File: config.mk
export PLATFORM = sky130hd
export DESIGN_NAME = lock_regs
export DESIGN_NICKNAME = d
export VERILOG_FILES = /design/src/design/lock_regs_pkg.sv /design/src/design/lock_regs.sv /design/src/design/reset_release.sv /design/src/design/window_timer.sv
export SDC_FILE = /design/constraint.sdc
export NUM_CORES = 1
export LEC_CHECK = 0
export BUFFER_PORTS_ARGS = -buffer_cell sky130_fd_sc_hd__buf_2
export CORE_ASPECT_RATIO = 1.25
export CORE_MARGIN = 2
export CORE_UTILIZATION = 45
export DETAILED_ROUTE_END_ITERATION = 10
export HOLD_SLACK_MARGIN = 0.08
export PLACE_DENSITY_LB_ADDON = 0.15
export SLEW_MARGIN = 15
export SYNTH_ARGS = -nofsm -noshare
export SYNTH_HDL_FRONTEND = slang
export SYNTH_SLANG_ARGS = --single-unit
File: constraint.sdc
create_clock -name clk_i -period 4.55 [get_ports clk_i]
set_clock_uncertainty 0.05 [all_clocks]
set_input_delay 1.1375 -clock clk_i [delete_from_list [all_inputs] [get_ports clk_i]]
set_output_delay 1.1375 -clock clk_i [all_outputs]
set_load 0.005 [all_outputs]
File: src/design/lock_regs_pkg.sv
// Constants shared by the identity and lock-test register bank
package lock_regs_pkg;

    // ==========================================================
    // Bus geometry
    // ==========================================================
    localparam int APB_AW = 8;                  // APB address width
    localparam int APB_DW = 32;                 // APB data width
    localparam int REG_W = 8;                   // Register width

    // ==========================================================
    // Register indices and byte addresses (byte = 4 x index)
    // ==========================================================
    localparam logic [APB_AW-1:0] IDX_IDENT_LOW = 8'h00;
    localparam logic [APB_AW-1:0] IDX_IDENT_HIGH = 8'h01;
    localparam logic [APB_AW-1:0] IDX_REVISION = 8'h02;
    localparam logic [APB_AW-1:0] IDX_LOCK_CTRL = 8'h03;
    localparam logic [APB_AW-1:0] IDX_INT_STATUS = 8'h04;
    localparam logic [APB_AW-1:0] IDX_INT_MASK = 8'h05;
    localparam logic [1:0] ADDR_SHIFT = 2'h2;   // Word-aligned registers

    // ==========================================================
    // Lock test and control register layout
    // ==========================================================
    localparam int BIT_PHASE_LOST = 7;          // Read-only loop status
    localparam int BIT_FORCE_FREQ = 6;          // Disable nearest-edge capture
    localparam int BIT_UNUSED = 5;              // Reads zero
    localparam int BIT_RESYNC_ANY = 4;          // Divider resync control
    localparam int BIT_EDGE_SENSE = 2;          // Stored, drives frame_edge_sense_o
    localparam logic [REG_W-1:0] CTRL_RESET = 8'h14;
    localparam logic [REG_W-1:0] CTRL_WMASK = 8'h5f;  // Bits 7 and 5 not stored

    // ==========================================================
    // Interrupt status layout
    // ==========================================================
    localparam int INT_W = 3;
    localparam int INT_LOCK_LOST = 0;           // Loop went phase lost
    localparam int INT_LOCK_GAINED = 1;         // Loop regained phase lock
    localparam int INT_WINDOW_END = 2;          // Nearest-edge window expired
    localparam logic [INT_W-1:0] INT_MASK_RESET = 3'h0;

    // ==========================================================
    // Timing
    // ==========================================================
    localparam longint CLK_HZ = 20_000_000;     // Clock rate in Hz
    localparam longint WINDOW_S = 2;            // Capture and resync window, s
    localparam int WINDOW_CYCLES = int'(WINDOW_S * CLK_HZ);

    // ==========================================================
    // Capture mode handed to the tracking loop (Gray along path)
    // ==========================================================
    typedef enum logic [1:0] {
        CAP_WIDE = 2'h0,                        // Capture range +-360 deg
        CAP_NEAREST = 2'h1,                     // Nearest edge within +-180 deg
        CAP_FREQ = 2'h3                         // Forced frequency lock
    } capture_mode_t;

endpackage : lock_regs_pkg

File: src/design/lock_regs.sv
// Identity, revision and lock test register bank with APB slave
`timescale 1ns/1ps
`default_nettype none

module lock_regs
#(
    parameter logic [7:0] IDENT_LOW = 8'h5a,    // Arbitrary value
    parameter logic [7:0] IDENT_HIGH = 8'ha5,   // Arbitrary value
    parameter logic [7:0] REVISION = 8'h01,     // Arbitrary value
    parameter int unsigned WINDOW_LEN = lock_regs_pkg::WINDOW_CYCLES
) (
    input wire logic clk_i,
    input wire logic resetn_i,
    // APB slave
    input wire logic psel_i,
    input wire logic penable_i,
    input wire logic pwrite_i,
    input wire logic [lock_regs_pkg::APB_AW-1:0] paddr_i,
    input wire logic [lock_regs_pkg::APB_DW-1:0] pwdata_i,
    output logic [lock_regs_pkg::APB_DW-1:0] prdata_o,
    output logic pready_o,
    output logic pslverr_o,
    // Tracking loop side
    input wire logic loop_phase_lost_i,
    input wire logic new_reference_i,
    output lock_regs_pkg::capture_mode_t capture_mode_o,
    output logic divider_resync_o,
    output logic frame_edge_sense_o,
    output logic irq_o
);
    import lock_regs_pkg::*;

    // ==========================================================
    // Reset release and window timers
    // ==========================================================
    logic rst_n;                                // Synchronised reset
    logic cap_active;                           // Nearest-edge window open
    logic cap_expired;                          // Window just closed
    logic pwr_active;                           // Power-up resync window open

    reset_release u_rst (
        .clk_i(clk_i),
        .resetn_i(resetn_i),
        .resetn_o(rst_n)
    );

    // Capture window restarts on every reference change
    window_timer #(.CYCLES(WINDOW_LEN), .START_ACTIVE(1'b0)) u_cap (
        .clk_i(clk_i),
        .resetn_i(rst_n),
        .start_i(new_reference_i),
        .active_o(cap_active),
        .expired_o(cap_expired)
    );

    // Resync window runs once from power-up and never restarts
    window_timer #(.CYCLES(WINDOW_LEN), .START_ACTIVE(1'b1)) u_pwr (
        .clk_i(clk_i),
        .resetn_i(rst_n),
        .start_i(1'b0),
        .active_o(pwr_active),
        .expired_o()
    );

    // ==========================================================
    // Block state
    // ==========================================================
    typedef struct packed {
        logic [REG_W-1:0] ctrl;                 // Stored control bits
        logic lost;                             // Last loop status
        logic [INT_W-1:0] status;               // Sticky events
        logic [INT_W-1:0] mask;                 // Interrupt enables
        logic [APB_DW-1:0] rdata;
        logic ready;
        logic err;
        capture_mode_t mode;
        logic resync;
        logic irq;
    } state_t;

    state_t st;
    state_t next_st;

    // Index decode: word aligned and in range
    function automatic logic addr_ok(input logic [APB_AW-1:0] a);
        addr_ok = (a[1:0] == 2'h0) && ((a >> ADDR_SHIFT) <= IDX_INT_MASK);
    endfunction : addr_ok

    function automatic logic [APB_AW-1:0] addr_idx(input logic [APB_AW-1:0] a);
        addr_idx = a >> ADDR_SHIFT;
    endfunction : addr_idx

    // ==========================================================
    // Next-state logic
    // ==========================================================
    logic setup;                                // APB setup cycle
    logic wr_take;                              // Write committing this edge
    logic [INT_W-1:0] events;                   // Event pulses
    logic [INT_W-1:0] w1c;                      // Software clear bits
    logic [REG_W-1:0] rd_byte;                  // Byte being read

    always_comb
    begin
        next_st = st;
        setup = psel_i && !penable_i;
        wr_take = psel_i && penable_i && st.ready && pwrite_i && !st.err;
        events = '0;
        w1c = '0;
        rd_byte = '0;

        // Loop status edges and window end become events
        events[INT_LOCK_LOST] = loop_phase_lost_i && !st.lost;
        events[INT_LOCK_GAINED] = !loop_phase_lost_i && st.lost;
        events[INT_WINDOW_END] = cap_expired;
        next_st.lost = loop_phase_lost_i;

        // Register writes; identity and revision ignore writes
        if (wr_take)
        begin
            case (addr_idx(paddr_i))
                IDX_LOCK_CTRL:
                    next_st.ctrl = pwdata_i[REG_W-1:0] & CTRL_WMASK;
                IDX_INT_STATUS:
                    w1c = pwdata_i[INT_W-1:0];
                IDX_INT_MASK:
                    next_st.mask = pwdata_i[INT_W-1:0];
                default:
                    next_st.ctrl = st.ctrl;
            endcase
        end

        // Set wins over a same-cycle clear
        next_st.status = (st.status & ~w1c) | events;

        // Read mux; bit 7 is live loop status, bit 5 reads zero
        case (addr_idx(paddr_i))
            IDX_IDENT_LOW: rd_byte = IDENT_LOW;
            IDX_IDENT_HIGH: rd_byte = IDENT_HIGH;
            IDX_REVISION: rd_byte = REVISION;
            IDX_LOCK_CTRL:
            begin
                rd_byte = st.ctrl;
                rd_byte[BIT_PHASE_LOST] = st.lost;
                rd_byte[BIT_UNUSED] = 1'b0;
            end
            IDX_INT_STATUS: rd_byte = REG_W'(st.status);
            IDX_INT_MASK: rd_byte = REG_W'(st.mask);
            default: rd_byte = '0;
        endcase

        // Answer one cycle after setup: zero wait states
        next_st.ready = setup;
        next_st.err = setup && !addr_ok(paddr_i);
        if (setup && !pwrite_i && addr_ok(paddr_i))
            next_st.rdata = APB_DW'(rd_byte);
        else if (setup)
            next_st.rdata = '0;

        // Capture mode for the tracking loop
        if (st.ctrl[BIT_FORCE_FREQ])
            next_st.mode = CAP_FREQ;
        else if (cap_active)
            next_st.mode = CAP_NEAREST;
        else
            next_st.mode = CAP_WIDE;

        // Divider resync: bit 4 clear limits it to power-up window
        next_st.resync = st.ctrl[BIT_RESYNC_ANY] || pwr_active;

        // Level interrupt while any unmasked event is pending
        next_st.irq = |(next_st.status & st.mask);
    end

    // ==========================================================
    // State register
    // ==========================================================
    always_ff @(posedge clk_i or negedge rst_n)
    begin
        if (!rst_n)
        begin
            st.ctrl <= CTRL_RESET;
            st.lost <= 1'b0;
            st.status <= '0;
            st.mask <= INT_MASK_RESET;
            st.rdata <= '0;
            st.ready <= 1'b0;
            st.err <= 1'b0;
            st.mode <= CAP_WIDE;
            st.resync <= 1'b1;
            st.irq <= 1'b0;
        end
        else
            st <= next_st;
    end

    // Outputs straight from the state flops
    assign prdata_o = st.rdata;
    assign pready_o = st.ready;
    assign pslverr_o = st.err;
    assign capture_mode_o = st.mode;
    assign divider_resync_o = st.resync;
    assign frame_edge_sense_o = st.ctrl[BIT_EDGE_SENSE];
    assign irq_o = st.irq;

    // ==========================================================
    // Assertions
    // ==========================================================
    localparam logic [APB_AW-1:0] A_LOW = IDX_IDENT_LOW << ADDR_SHIFT;
    localparam logic [APB_AW-1:0] A_HIGH = IDX_IDENT_HIGH << ADDR_SHIFT;
    localparam logic [APB_AW-1:0] A_CTRL = IDX_LOCK_CTRL << ADDR_SHIFT;

    // Identity bytes read as constants whatever was written
    AST_IDENT_READ: assert property (
        @(posedge clk_i) disable iff (!rst_n)
        (setup && !pwrite_i && (paddr_i == A_LOW || paddr_i == A_HIGH))
        |=> pready_o && prdata_o[REG_W-1:0] ==
            ((paddr_i == A_HIGH) ? IDENT_HIGH : IDENT_LOW))
        else $error("identity byte read wrong");

    // Bit 7 tracks loop status seen in setup cycle
    AST_LOCK_BIT: assert property (
        @(posedge clk_i) disable iff (!rst_n)
        (setup && !pwrite_i && paddr_i == A_CTRL)
        |=> prdata_o[BIT_PHASE_LOST] == $past(st.lost) && !prdata_o[BIT_UNUSED])
        else $error("phase status bit wrong");

    // New reference opens nearest-edge capture two edges later
    AST_NEAREST: assert property (
        @(posedge clk_i) disable iff (!rst_n)
        (new_reference_i && !st.ctrl[BIT_FORCE_FREQ] && !wr_take)
        |-> ##2 capture_mode_o == CAP_NEAREST)
        else $error("nearest capture not entered");

    // Window end reverts to wide capture
    AST_WIDEN: assert property (
        @(posedge clk_i) disable iff (!rst_n)
        (cap_expired && !new_reference_i && !st.ctrl[BIT_FORCE_FREQ] && !wr_take)
        |=> capture_mode_o == CAP_WIDE)
        else $error("capture range did not widen");

    // Forced frequency lock overrides the window
    AST_FORCE: assert property (
        @(posedge clk_i) disable iff (!rst_n)
        st.ctrl[BIT_FORCE_FREQ] |=> capture_mode_o == CAP_FREQ)
        else $error("frequency lock not forced");

    // Resync off once power-up window over and bit 4 clear
    AST_RESYNC: assert property (
        @(posedge clk_i) disable iff (!rst_n)
        (!st.ctrl[BIT_RESYNC_ANY] && !pwr_active) |=> !divider_resync_o)
        else $error("divider resync outside window");

    // Interrupt follows masked status
    AST_IRQ: assert property (
        @(posedge clk_i) disable iff (!rst_n)
        ##1 irq_o == |($past(next_st.status) & $past(st.mask)))
        else $error("interrupt level wrong");

    // Every setup gets exactly one ready cycle, no wait states
    AST_READY: assert property (
        @(posedge clk_i) disable iff (!rst_n)
        setup |=> pready_o ##1 !pready_o)
        else $error("ready not a single cycle");

    // Bad address answers with an error and zero data
    AST_BAD_ADDR: assert property (
        @(posedge clk_i) disable iff (!rst_n)
        (setup && !addr_ok(paddr_i)) |=> pready_o && pslverr_o && prdata_o == '0)
        else $error("bad address not refused");

    // A good address never reports an error
    AST_GOOD_ADDR: assert property (
        @(posedge clk_i) disable iff (!rst_n)
        (setup && addr_ok(paddr_i)) |=> pready_o && !pslverr_o)
        else $error("good address refused");

    // Lock-lost event stays pending until software clears it
    AST_STICKY: assert property (
        @(posedge clk_i) disable iff (!rst_n)
        (st.status[INT_LOCK_LOST] && !w1c[INT_LOCK_LOST]) |=> st.status[INT_LOCK_LOST])
        else $error("pending event lost");

    // Power-up window always allows divider resync
    AST_RESYNC_WINDOW: assert property (
        @(posedge clk_i) disable iff (!rst_n)
        pwr_active |=> divider_resync_o)
        else $error("resync blocked in power-up window");

    COV_READ_LOST: cover property (
        @(posedge clk_i) disable iff (!rst_n)
        pready_o && st.lost && prdata_o[BIT_PHASE_LOST]);
    COV_NEAREST: cover property (
        @(posedge clk_i) disable iff (!rst_n)
        capture_mode_o == CAP_NEAREST ##1 capture_mode_o == CAP_WIDE);
    COV_IRQ: cover property (
        @(posedge clk_i) disable iff (!rst_n) $rose(irq_o));
    COV_FORCE_RELEASE: cover property (
        @(posedge clk_i) disable iff (!rst_n)
        capture_mode_o == CAP_FREQ ##1 capture_mode_o == CAP_NEAREST);

endmodule : lock_regs
`default_nettype wire

File: src/design/reset_release.sv
// Two-stage release synchroniser for the active-low reset
`timescale 1ns/1ps
`default_nettype none

module reset_release (
    input wire logic clk_i,
    input wire logic resetn_i,
    output logic resetn_o
);

    // ==========================================================
    // Synchroniser state
    // ==========================================================
    typedef struct packed {
        logic first;                            // Read only by second stage
        logic second;
    } rel_t;

    rel_t st;
    rel_t next_st;

    // Shift a one in; assertion is immediate, release takes two edges
    always_comb
    begin
        next_st.first = 1'b1;
        next_st.second = st.first;
    end

    // Both stages clear asynchronously to constants
    always_ff @(posedge clk_i or negedge resetn_i)
    begin
        if (!resetn_i)
            st <= '0;
        else
            st <= next_st;
    end

    assign resetn_o = st.second;

endmodule : reset_release
`default_nettype wire

File: src/design/window_timer.sv
// One-shot window timer: active for a set number of cycles after a start
`timescale 1ns/1ps
`default_nettype none

module window_timer #(
    parameter int unsigned CYCLES = 40_000_000,
    parameter bit START_ACTIVE = 1'b0
) (
    input wire logic clk_i,
    input wire logic resetn_i,
    input wire logic start_i,
    output logic active_o,
    output logic expired_o
);

    localparam int CW = $clog2(CYCLES + 1);
    localparam logic [CW-1:0] LOAD = CW'(CYCLES);

    // ==========================================================
    // Timer state
    // ==========================================================
    typedef struct packed {
        logic [CW-1:0] count;                   // Cycles left in window
        logic active;
        logic expired;                          // One-cycle end pulse
    } tmr_t;

    tmr_t st;
    tmr_t next_st;

    // A start always reloads, so a new reference restarts the window
    always_comb
    begin
        next_st = st;
        next_st.expired = 1'b0;
        if (start_i)
        begin
            next_st.count = LOAD;
            next_st.active = 1'b1;
        end
        else if (st.active)
        begin
            if (st.count <= CW'(1))
            begin
                next_st.count = '0;
                next_st.active = 1'b0;
                next_st.expired = 1'b1;
            end
            else
                next_st.count = st.count - CW'(1);
        end
    end

    // Power-up windows start running straight out of reset
    always_ff @(posedge clk_i or negedge resetn_i)
    begin
        if (!resetn_i)
        begin
            st.count <= START_ACTIVE ? LOAD : '0;
            st.active <= START_ACTIVE;
            st.expired <= 1'b0;
        end
        else
            st <= next_st;
    end

    assign active_o = st.active;
    assign expired_o = st.expired;

endmodule : window_timer
`default_nettype wire

# --- Word level (Yosys, flattened, before mapping) ---
# Cells that the tools add are included.
totals:
  reg_bits: 108
  in_bits: 47
  out_inout_bits: 39
  elab_cells: 71
classes:
  n_addsub: 2
  n_lt_le_gt_ge: 3
  eq_ne: 5
  n_mux: 15
  n_bitwise: 4
  n_reduce_logical: 25
ops:
  columns: ["op", "n"]
  rows:
  - ["32-bit 2-to-1 mux", 2]
  - ["26-bit by 1-bit less-or-equal comparator with 1-bit output, second input constant", 2]
  - ["26-bit 2-to-1 mux", 2]
  - ["26-bit by 1-bit subtractor with 26-bit output, second input constant", 2]
  - ["8-bit one-hot mux with 6 select lines", 1]
  - ["28-bit 2-to-1 mux", 1]
  - ["27-bit 2-to-1 mux", 1]
  - ["6-bit by 2-bit == test with 1-bit output, second input constant", 2]
  - ["6-bit by 3-bit == test with 1-bit output, second input constant", 2]
  - ["1-bit logical AND", 11]
  - ["8-bit zero test", 1]
  - ["2-bit 2-to-1 mux", 4]
  - ["3-bit bitwise AND", 2]
  - ["6-bit by 1-bit == test with 1-bit output, second input constant", 1]
  - ["6-bit by 3-bit less-or-equal comparator with 1-bit output, second input constant", 1]
  - ["1-bit zero test", 6]
  - ["3-bit 2-to-1 mux", 2]
  - ["2-bit AND reduction", 2]
  - ["2-bit nonzero test", 2]
  - ["3-bit inverter", 1]
  - ["3-bit OR", 1]
  - ["3-bit OR reduction", 1]
  - ["2-bit zero test", 1]
  - ["1-bit 2-to-1 mux", 2]
  - ["1-bit logical OR", 1]

# --- Longest topological paths before layout ---
# Gate-level depths: netlist of run 1.
logic_depth:
  ltp_word: 10
  mapped_depth: 7
  ltp_nobuf: 7

# --- Cells and area by module ---
# From an unflattened synthesis of run 1, not the netlist that was laid out.
hier_totals:
  cells_unflattened: 485
  area_unflattened_um2: 4770.8
by_module_without_submodules:
  columns: ["module", "n_inst", "cells_per_inst", "area_each_um2", "seq_area_each_um2"]
  rows:
  - ["window_timer at u_pwr", 1, 168, 1605.3, 711.9]
  - ["window_timer at u_cap", 1, 171, 1589.0, 700.7]
  - ["lock_regs", 1, 143, 1522.7, 679.4]
  - ["reset_release", 1, 3, 53.8, 50.0]

# --- Worst setup path before layout of run 1 ---
# Ideal clock, no wire load.
synth_timing:
  path_type: "input -> register"
  startpoint: "input paddr_i[5] in the netlist's numbering"
  endpoint: "register st[38] in the netlist's numbering"
  setup_ns: 0.128
  arrival_ns: 2.597
  required_time_ns: 4.372
  slack_ns: 1.776
  stages: 4
  n_path_buf: 0
  path_cell_list: "or3_1 -> or3_1 -> or3_1 -> mux2_1"
synth_via:
  elab_chain_cells: 2
synth_rtl:
  columns: ["item", "line", "rtl"]
  rows:
  - ["from (decl)", "lock_regs.sv:18", "input wire logic [lock_regs_pkg::APB_AW-1:0] paddr_i,"]
  - ["6-bit by 3-bit == test with 1-bit output", "lock_regs.sv:120", "case (addr_idx(paddr_i))"]
  - ["2-bit AND reduction (no line)", null, null]
  - ["to (signal assigned)", "lock_regs.sv:193", "st <= next_st;"]
  - ["to (decl)", "lock_regs.sv:81", "state_t st;"]
# No other way between the ends.
# A chain may end at the register's enable or synchronous reset.

# --- Final worst setup path of run 1 ---
layout_timing:
  startpoint: "register u_pwr.st[15] in the netlist's numbering"
  endpoint: "register u_pwr.st[17] in the netlist's numbering"
layout_via:
  elab_chain_cells: 2
  word_cells_on_any_way: 3
  classes_between: "add/sub: 1; order compare: 1; mux: 1"
layout_rtl:
  columns: ["item", "line", "rtl"]
  rows:
  - ["from (decl)", "window_timer.sv:28", "tmr_t st;"]
  - ["from (signal assigned)", "window_timer.sv:64", "st <= next_st;"]
  - ["26-bit by 1-bit subtractor with 26-bit output or 26-bit by 1-bit less-or-equal comparator with 1-bit output (tied branches)", "window_timer.sv:50, window_timer.sv:43", null]
  - ["26-bit 2-to-1 mux (*)", "window_timer.sv:43", "if (st.count <= CW'(1))"]
# Mark *: on every way between the ends. The rest lies on a longest branch, timed or not.

==> results.md, run 1 <==
* Status: finished clean
* EDFF count, synth at 0
* Leakage at ~2.2 nW
* Grt ovf at 0
* Power Dens Cells at between 300 and 400 nW/µm²
* R2r setup slk at roughly 1.8 ns
* Worst R2R End: u_pwr.st[17]$_DFFE_PN0P_
* Tightest Pin Transition at between 0.8 and 0.9 ns
* Seq/Total Area, Yosys at between 40% and 50%
* Core Box Area at about 9600 µm²
* Final HPWL DP at roughly 6000 µm
* Clk buf depth at 2
* Design Power at between 1.5 and 2 mW
* Final Hold Vio Count at 0
* Synth Instances at about 460
* Max Fclk at 363.0 MHz
* Post-Syn Area at 4417 µm²
* Row cnt at 40
* Final core occ at roughly half
* R2R Path Start: u_pwr.st[15]$_DFFE_PN0P_
* Mean area per synthesized cell at a little under 10 µm²
* Netlist cell types at 65
* Die Area at roughly 11000 µm²
* Setup TNS at 0 ns
* Area contributors post-synth: dfrtp_1 41%, dfstp_2 7.1%, buf_4 6.1%
* Main synth FF type: dfrtp_1
* Number of cells on the worst reg-to-reg path at 5
* Fillcell total at a little over 900
* Register bit total from synthesis at 84
* Adder-cell share of the synthesized area at 1.133%
* Layout area overhead at 9.490%
* CP Data Arrival Time at between 2 and 3 ns
* Fin Hold WS at 0.2789 ns
* Gates resized, CTS repair at 0
* Count of final setup violators at 0
* Vias per Instance at about 5.4
* Post-Synth Simple-Gate Area at ~22%
* Period utilization at a little over 60%
* Most frequent cells in the layout: 71 x dfrtp_1, 46 x nor2_1, 38 x nand2_1
* Nets at between 500 and 600
* RD Place Congestion at roughly 0.84
* Wire per inst at about 14 µm
* Starting Density at between 40 and 50%
* Max FO, Critical Path at 21
* Post-Synth XOR/XNOR Area at ~4.2%
* Max Cap Violations at 0
* Worst hold path type: reg -> async
* Ys async rst share at 100.0%
* Commonest non-fill, non-tap cell in the layout: dfrtp_1
* Die X at just over 90 µm
* Slew headroom at 42.06%
* Max VDD drop at approximately 0.18 mV
* DRT antenna net count at 0
* Post-layout min period at 2.755 ns
* Slew Limit Fails at 0
* Clk_lat worst skew at ~0.33 ns
* Drt drc at 0
* CTS buffer count at 9
* Final wirelength at between 8000 and 9000 µm
* Top-area cell type share of the netlist area at ~41%
* CTS tree: built
* Multiplexer share of the synthesized area at under 10%
* Largest family of logic cells by synthesized area: simple AND/OR/NAND/NOR gates
* PortBufs at 35
* Antenna cell count at 0
* Initial antenna violation count at 0
* Post-CTS setup buffers at 0
* Pin count of the biggest net entering global routing at 83
* DP Cell Count at 591
* Die Y at approximately 110 µm
* Number of global-route vias before repair at roughly 3100
* First-pass DRT Iterations at 4
* Complex-gate fraction of the synthesized area at between 10% and 20%
* Fin cells at ~610
* Post-synth top area cell: dfrtp_1
* Share of cells above drive strength 1 at between 15 and 20%
* Yosys warnings at 0
* CTS Hold Bufs at 0
* H-tree levels at 3
* Global Route Usage Sum at between 10% and 20%
* Critical Path Sink Type: flop
* Startpoint types: flop
* First-pass GRT wire length at ~15000 µm
* Clk slew on worst S/H paths at roughly 0.060 ns
* Drt initial violations at around 120
* Critical Path RT at 4.70 ns
* Clock sinks at 84
* Vias at 3272
* Worst Setup Path Type: reg -> reg
* Root Driver: clkbuf_16
* Unrepaired setup endpoints after global routing: false
* Io pins at 86
-- worst max path at each step --
stage	end	slack (ns)	cells past startpoint	startpoint
after detailed placement	st[38]$_DFFE_PN0P_	1.57	5	paddr_i[5]
final	u_pwr.st[17]$_DFFE_PN0P_	1.80	5	u_pwr.st[15]$_DFFE_PN0P_
after global routing	u_pwr.st[22]$_DFFE_PN0P_	1.60	5	u_pwr.st[15]$_DFFE_PN0P_
after CTS	u_pwr.st[17]$_DFFE_PN0P_	1.74	5	u_pwr.st[15]$_DFFE_PN0P_
after floorplan	st[38]$_DFFE_PN0P_	1.78	4	paddr_i[5]
after global placement	st[39]$_DFFE_PN0P_	1.58	5	paddr_i[5]
-- report_power, final --
group	switching [mW]	internal [mW]	total, mW
Combinational	0.0751	0.0493	0.124
Sequential	0.0340	0.770	0.804
Clock	0.293	0.425	0.718
Total	0.402	1.24	1.65
-- kinds of logic after synthesis --
kind of cell	after synthesis
fa+ha+maj	4
compound gates	74
other cells	2
mux	14
xor+xnor	21
simple gates	188
flops	84
buf+inv	69
-- sequential cells by signal (all words and copies together) (netlist names) --
| register | flops |
|---|---|
| u_pwr.st | 26 |
| irq_o | 1 |
| divider_resync_o | 1 |
| frame_edge_sense_o | 1 |
| u_cap.active_o | 1 |
| u_cap.expired_o | 1 |
| u_rst.resetn_o | 1 |
| capture_mode_o | 2 |
| u_rst.next_st | 1 |
| pready_o | 1 |
| u_cap.st | 26 |
| u_pwr.active_o | 1 |
| st | 12 |
| pslverr_o | 1 |
| prdata_o | 8 |
-- cell usage after synthesis, types with 2 or more instances --
library cell	n
nand3_1	12
and2_1	3
o21ai_1	6
xnor2_1	16
a21oi_1	10
nand2_1	38
buf_4	36
or3_1	12
dfrtp_1	72
xor2_1	5
a21o_1	2
clkbuf_1	11
nor2_1	46
nor4_2	3
mux2i_1	4
o21ai_0	15
nand2b_1	2
nor4_1	16
mux2_1	3
o21a_1	2
o31a_1	2
conb_1	2
o311ai_1	3
a221o_1	6
ha_1	4
buf_2	2
nand4_1	11
inv_1	19
o211a_1	3
a31oi_1	3
or4_1	6
o41ai_1	2
or2_2	2
mux2_2	7
dfstp_2	12
o211ai_1	4
nor3_1	22
nor2b_1	5
-- critical path, cell delays in order (launching register included) --
cell and delay, ns:
dfrtp_1 0.42, or4_4 0.54, or4_1 0.59, nor4_4 0.46, and2_2 0.47, nor2_1 0.10
-- final cells by class --
cell class	instances	area [µm²]	area share [%]
Sequential cell	84	2121	43.86
Multi-Input combinational cell	326	1989	41.14
Clock buffer	10	229.0	4.735
Timing Repair Buffer	37	202.7	4.191
Tap cell	126	157.7	3.260
Inverter	19	71.32	1.475
Clock inverter	6	65.06	1.345
-- stage by stage --
stage                     instance area [µm²]  setup WS [ns]
after floorplan                          4503          1.776
after global placement                   4522          1.581
after detailed placement                 4522          1.571
after CTS                                4816          1.737
after global routing                     4836          1.598
final                                    4836          1.795
-- metal layers --
layer	up-vias	GRT usage, %	wire (µm)
met5	-	0	0
met1	1587	23.12	4016
met4	0	6.569	53
met3	5	3.277	329
met2	60	28.76	4322
li1	1620	-	-
Note: power is estimated with default switching activity, not from simulation.
==> run 2, diff against run 1 <==
==> constraint.sdc (replaced) <==
create_clock -name clk_i -period 2.9 [get_ports clk_i]
set_clock_uncertainty 0.05 [all_clocks]
set_input_delay 0.725 -clock clk_i [delete_from_list [all_inputs] [get_ports clk_i]]
set_output_delay 0.725 -clock clk_i [all_outputs]
set_load 0.005 [all_outputs]
==> results.md, run 2 (synthesized netlist as in run 1, its figures left out) <==
* Fillcell total at 899 (-2.7%)
* Clock power frac at 41.7% (-1.9 points)
* Pin count of the biggest net entering global routing at 83 (unchanged)
* CTS buffer count at 9 (unchanged)
* Slew headroom at 29.39% (-13 points)
* Flop pwr share at 50.5% (+1.7 points)
* CTS Hold Bufs at 0 (unchanged)
* Number of global-route vias before repair at 3224 (+3.9%)
* Row cnt at 40 (unchanged)
* Startpoint types: flop
* Die X at 92.61 µm (unchanged)
* Final worst setup slack at 0.3458 ns (-1.449 ns)
* Period utilization at 88.08% (+28 points)
* Post-CTS setup buffers at 0 (unchanged)
* Antenna cell count at 0 (unchanged)
* First-pass GRT wire length at 15330 µm (+2.2%)
* Vias per Instance at 5.337 (-0.84%)
* Drt drc at 0 (unchanged)
* Clock sinks at 84 (unchanged)
* Leakage at 2.224 nW (+1.4%)
* PortBufs at 35 (unchanged)
* Clk buf depth at 2 (unchanged)
* DP Cell Count at 602 (+1.9%)
* Starting Density at 46.20% (unchanged)
* DRT antenna net count at 0 (unchanged)
* Drt initial violations at 171 (+44%)
* Placed cell area at 4604 µm² (+1.8%)
* Final Hold Vio Count at 0 (unchanged)
* Count of final setup violators at 0 (unchanged)
* Pre-CTS setup slack at 0.3176 ns (-1.254 ns)
* Clk slew on worst S/H paths at 0.06 ns (about the same)
* Max FO, Critical Path at 13 (-38%)
* Power Dens Cells at 515.8 nW/µm² (+51%)
* Vias at 3298 (+0.79%)
* Gates resized, CTS repair at 0 (unchanged)
* Worst Setup Path Type: reg -> reg
* Unrepaired setup endpoints after global routing: false
* Clk_lat worst skew at 0.34 ns (about the same)
* Max VDD drop at 0.2842 mV (+54%)
* CTS tree: built
* Die Y at 114.8 µm (unchanged)
* CP Data Arrival Time at 2.72 ns (-0.19 ns)
* Nets at 538 (+1.9%)
* Io pins at 86 (unchanged)
* Final wirelength at 8965 µm (+2.8%)
* Sw frac at 24.69% (+0.26 points)
* Wire per inst at 14.51 µm (+1.1%)
* Critical path, cell by cell: nor4_1 -> nand4_1 -> or4_1 -> a221o_1
* Status: finished clean
* Most frequent cells in the layout: 71 x dfrtp_1, 46 x nor2_1, 38 x nand2_1
* Fin cells at 618 (+1.6%)
* Final HPWL DP at 6179 µm (+2.6%)
* Largest regs: u_cap.st (26), u_pwr.st (26), st (12)
* Max Cap Violations at 0 (unchanged)
* Sw power at 0.6208 mW (+54%)
* Tightest Pin Transition at 1.059 ns (+0.1980 ns)
* Worst hold path type: in -> async
* First-pass DRT Iterations at 5 (+1)
* Core Box Area at 9559 µm² (unchanged)
* Slew Limit Fails at 0 (unchanged)
* RD Place Congestion at 0.8080 (-3.4%)
* Global Route Usage Sum at 18.07% (+0.61 points)
* Post-route cell area at 4876 µm² (+0.83%)
* Fin Hold WS at 0.1108 ns (-0.1681 ns)
* Max Fclk at 391.5 MHz (+7.9%)
* Largest delay share family, worst path: simple AND/OR/NAND/NOR gates
* Critical Path RT at 3.07 ns (-1.63 ns)
* Share of cells above drive strength 1 at 18.09% (+1.5 points)
* Commonest non-fill, non-tap cell in the layout: dfrtp_1
* Grt ovf at 0 (unchanged)
* Die Area at 10630 µm² (unchanged)
* CP max stage delay at 0.85 ns (+0.26 ns)
* P_int at 1.894 mW (+52%)
* Final core occ at 51.01% (+0.42 points)
* Design Power at 2.515 mW (+53%)
* Comb pwr share at 7.8% (+0.2 points)
* Initial antenna violation count at 0 (unchanged)
* Slowest CP cell: or4_1
* Layout area overhead at 10.40%
* Post-layout min period at 2.554 ns (-0.2006 ns)
* Root Driver: clkbuf_16
* H-tree levels at 3 (unchanged)
* Worst path buffer plus inverter count at 0 (unchanged)
* Setup TNS at 0 ns (unchanged)
* Critical Path Sink Type: flop
-- run 2: final timing paths --
kind,startpoint,endpoint,slack [ns],cells past startpoint
setup / recovery,u_cap.st[20]$_DFFE_PN0P_,u_cap.st[8]$_DFFE_PN0P_,0.35,4
hold / removal,resetn_i,u_rst.resetn_o$_DFF_PN0_,0.11,1
setup reg to reg,u_cap.st[20]$_DFFE_PN0P_,u_cap.st[8]$_DFFE_PN0P_,0.35,4
hold reg to reg,u_rst.next_st[0]$_DFF_PN0_,u_rst.resetn_o$_DFF_PN0_,0.30,0
max in group asynchronous,u_rst.resetn_o$_DFF_PN0_,u_cap.st[19]$_DFFE_PN0P_,1.64,0
min in group clk_i,u_rst.next_st[0]$_DFF_PN0_,u_rst.resetn_o$_DFF_PN0_,0.30,0
-- run 2: power groups by stage --
stage	sequential [mW]	combinational, mW	clock [mW]
floorplan	1.28	0.160	0
CTS	1.27	0.197	1.08
detailed placement	1.29	0.195	0
finish	1.27	0.196	1.05
global route	1.28	0.223	1.13
global placement	1.29	0.193	0
-- run 2: area by class of cell --
| class | instances | area, µm² | share of cell area (%) |
|---|---|---|---|
| clock inverters | 4 | 25.02 | 0.5132 |
| flip-flops and latches | 84 | 2121 | 43.49 |
| well taps | 126 | 157.7 | 3.233 |
| inverters | 19 | 71.32 | 1.463 |
| repair buffers | 47 | 265.3 | 5.440 |
| clock buffers | 12 | 246.5 | 5.055 |
| multi-input cells | 326 | 1989 | 40.80 |
-- run 2: per-layer routing --
metal | track usage, % | up-vias | wire length [µm]
met3 | 3.801 | 11 | 328
li1 | - | 1636 | -
met5 | 0 | - | 0
met1 | 23.49 | 1600 | 4011
met4 | 7.549 | 0 | 125
met2 | 29.59 | 51 | 4500
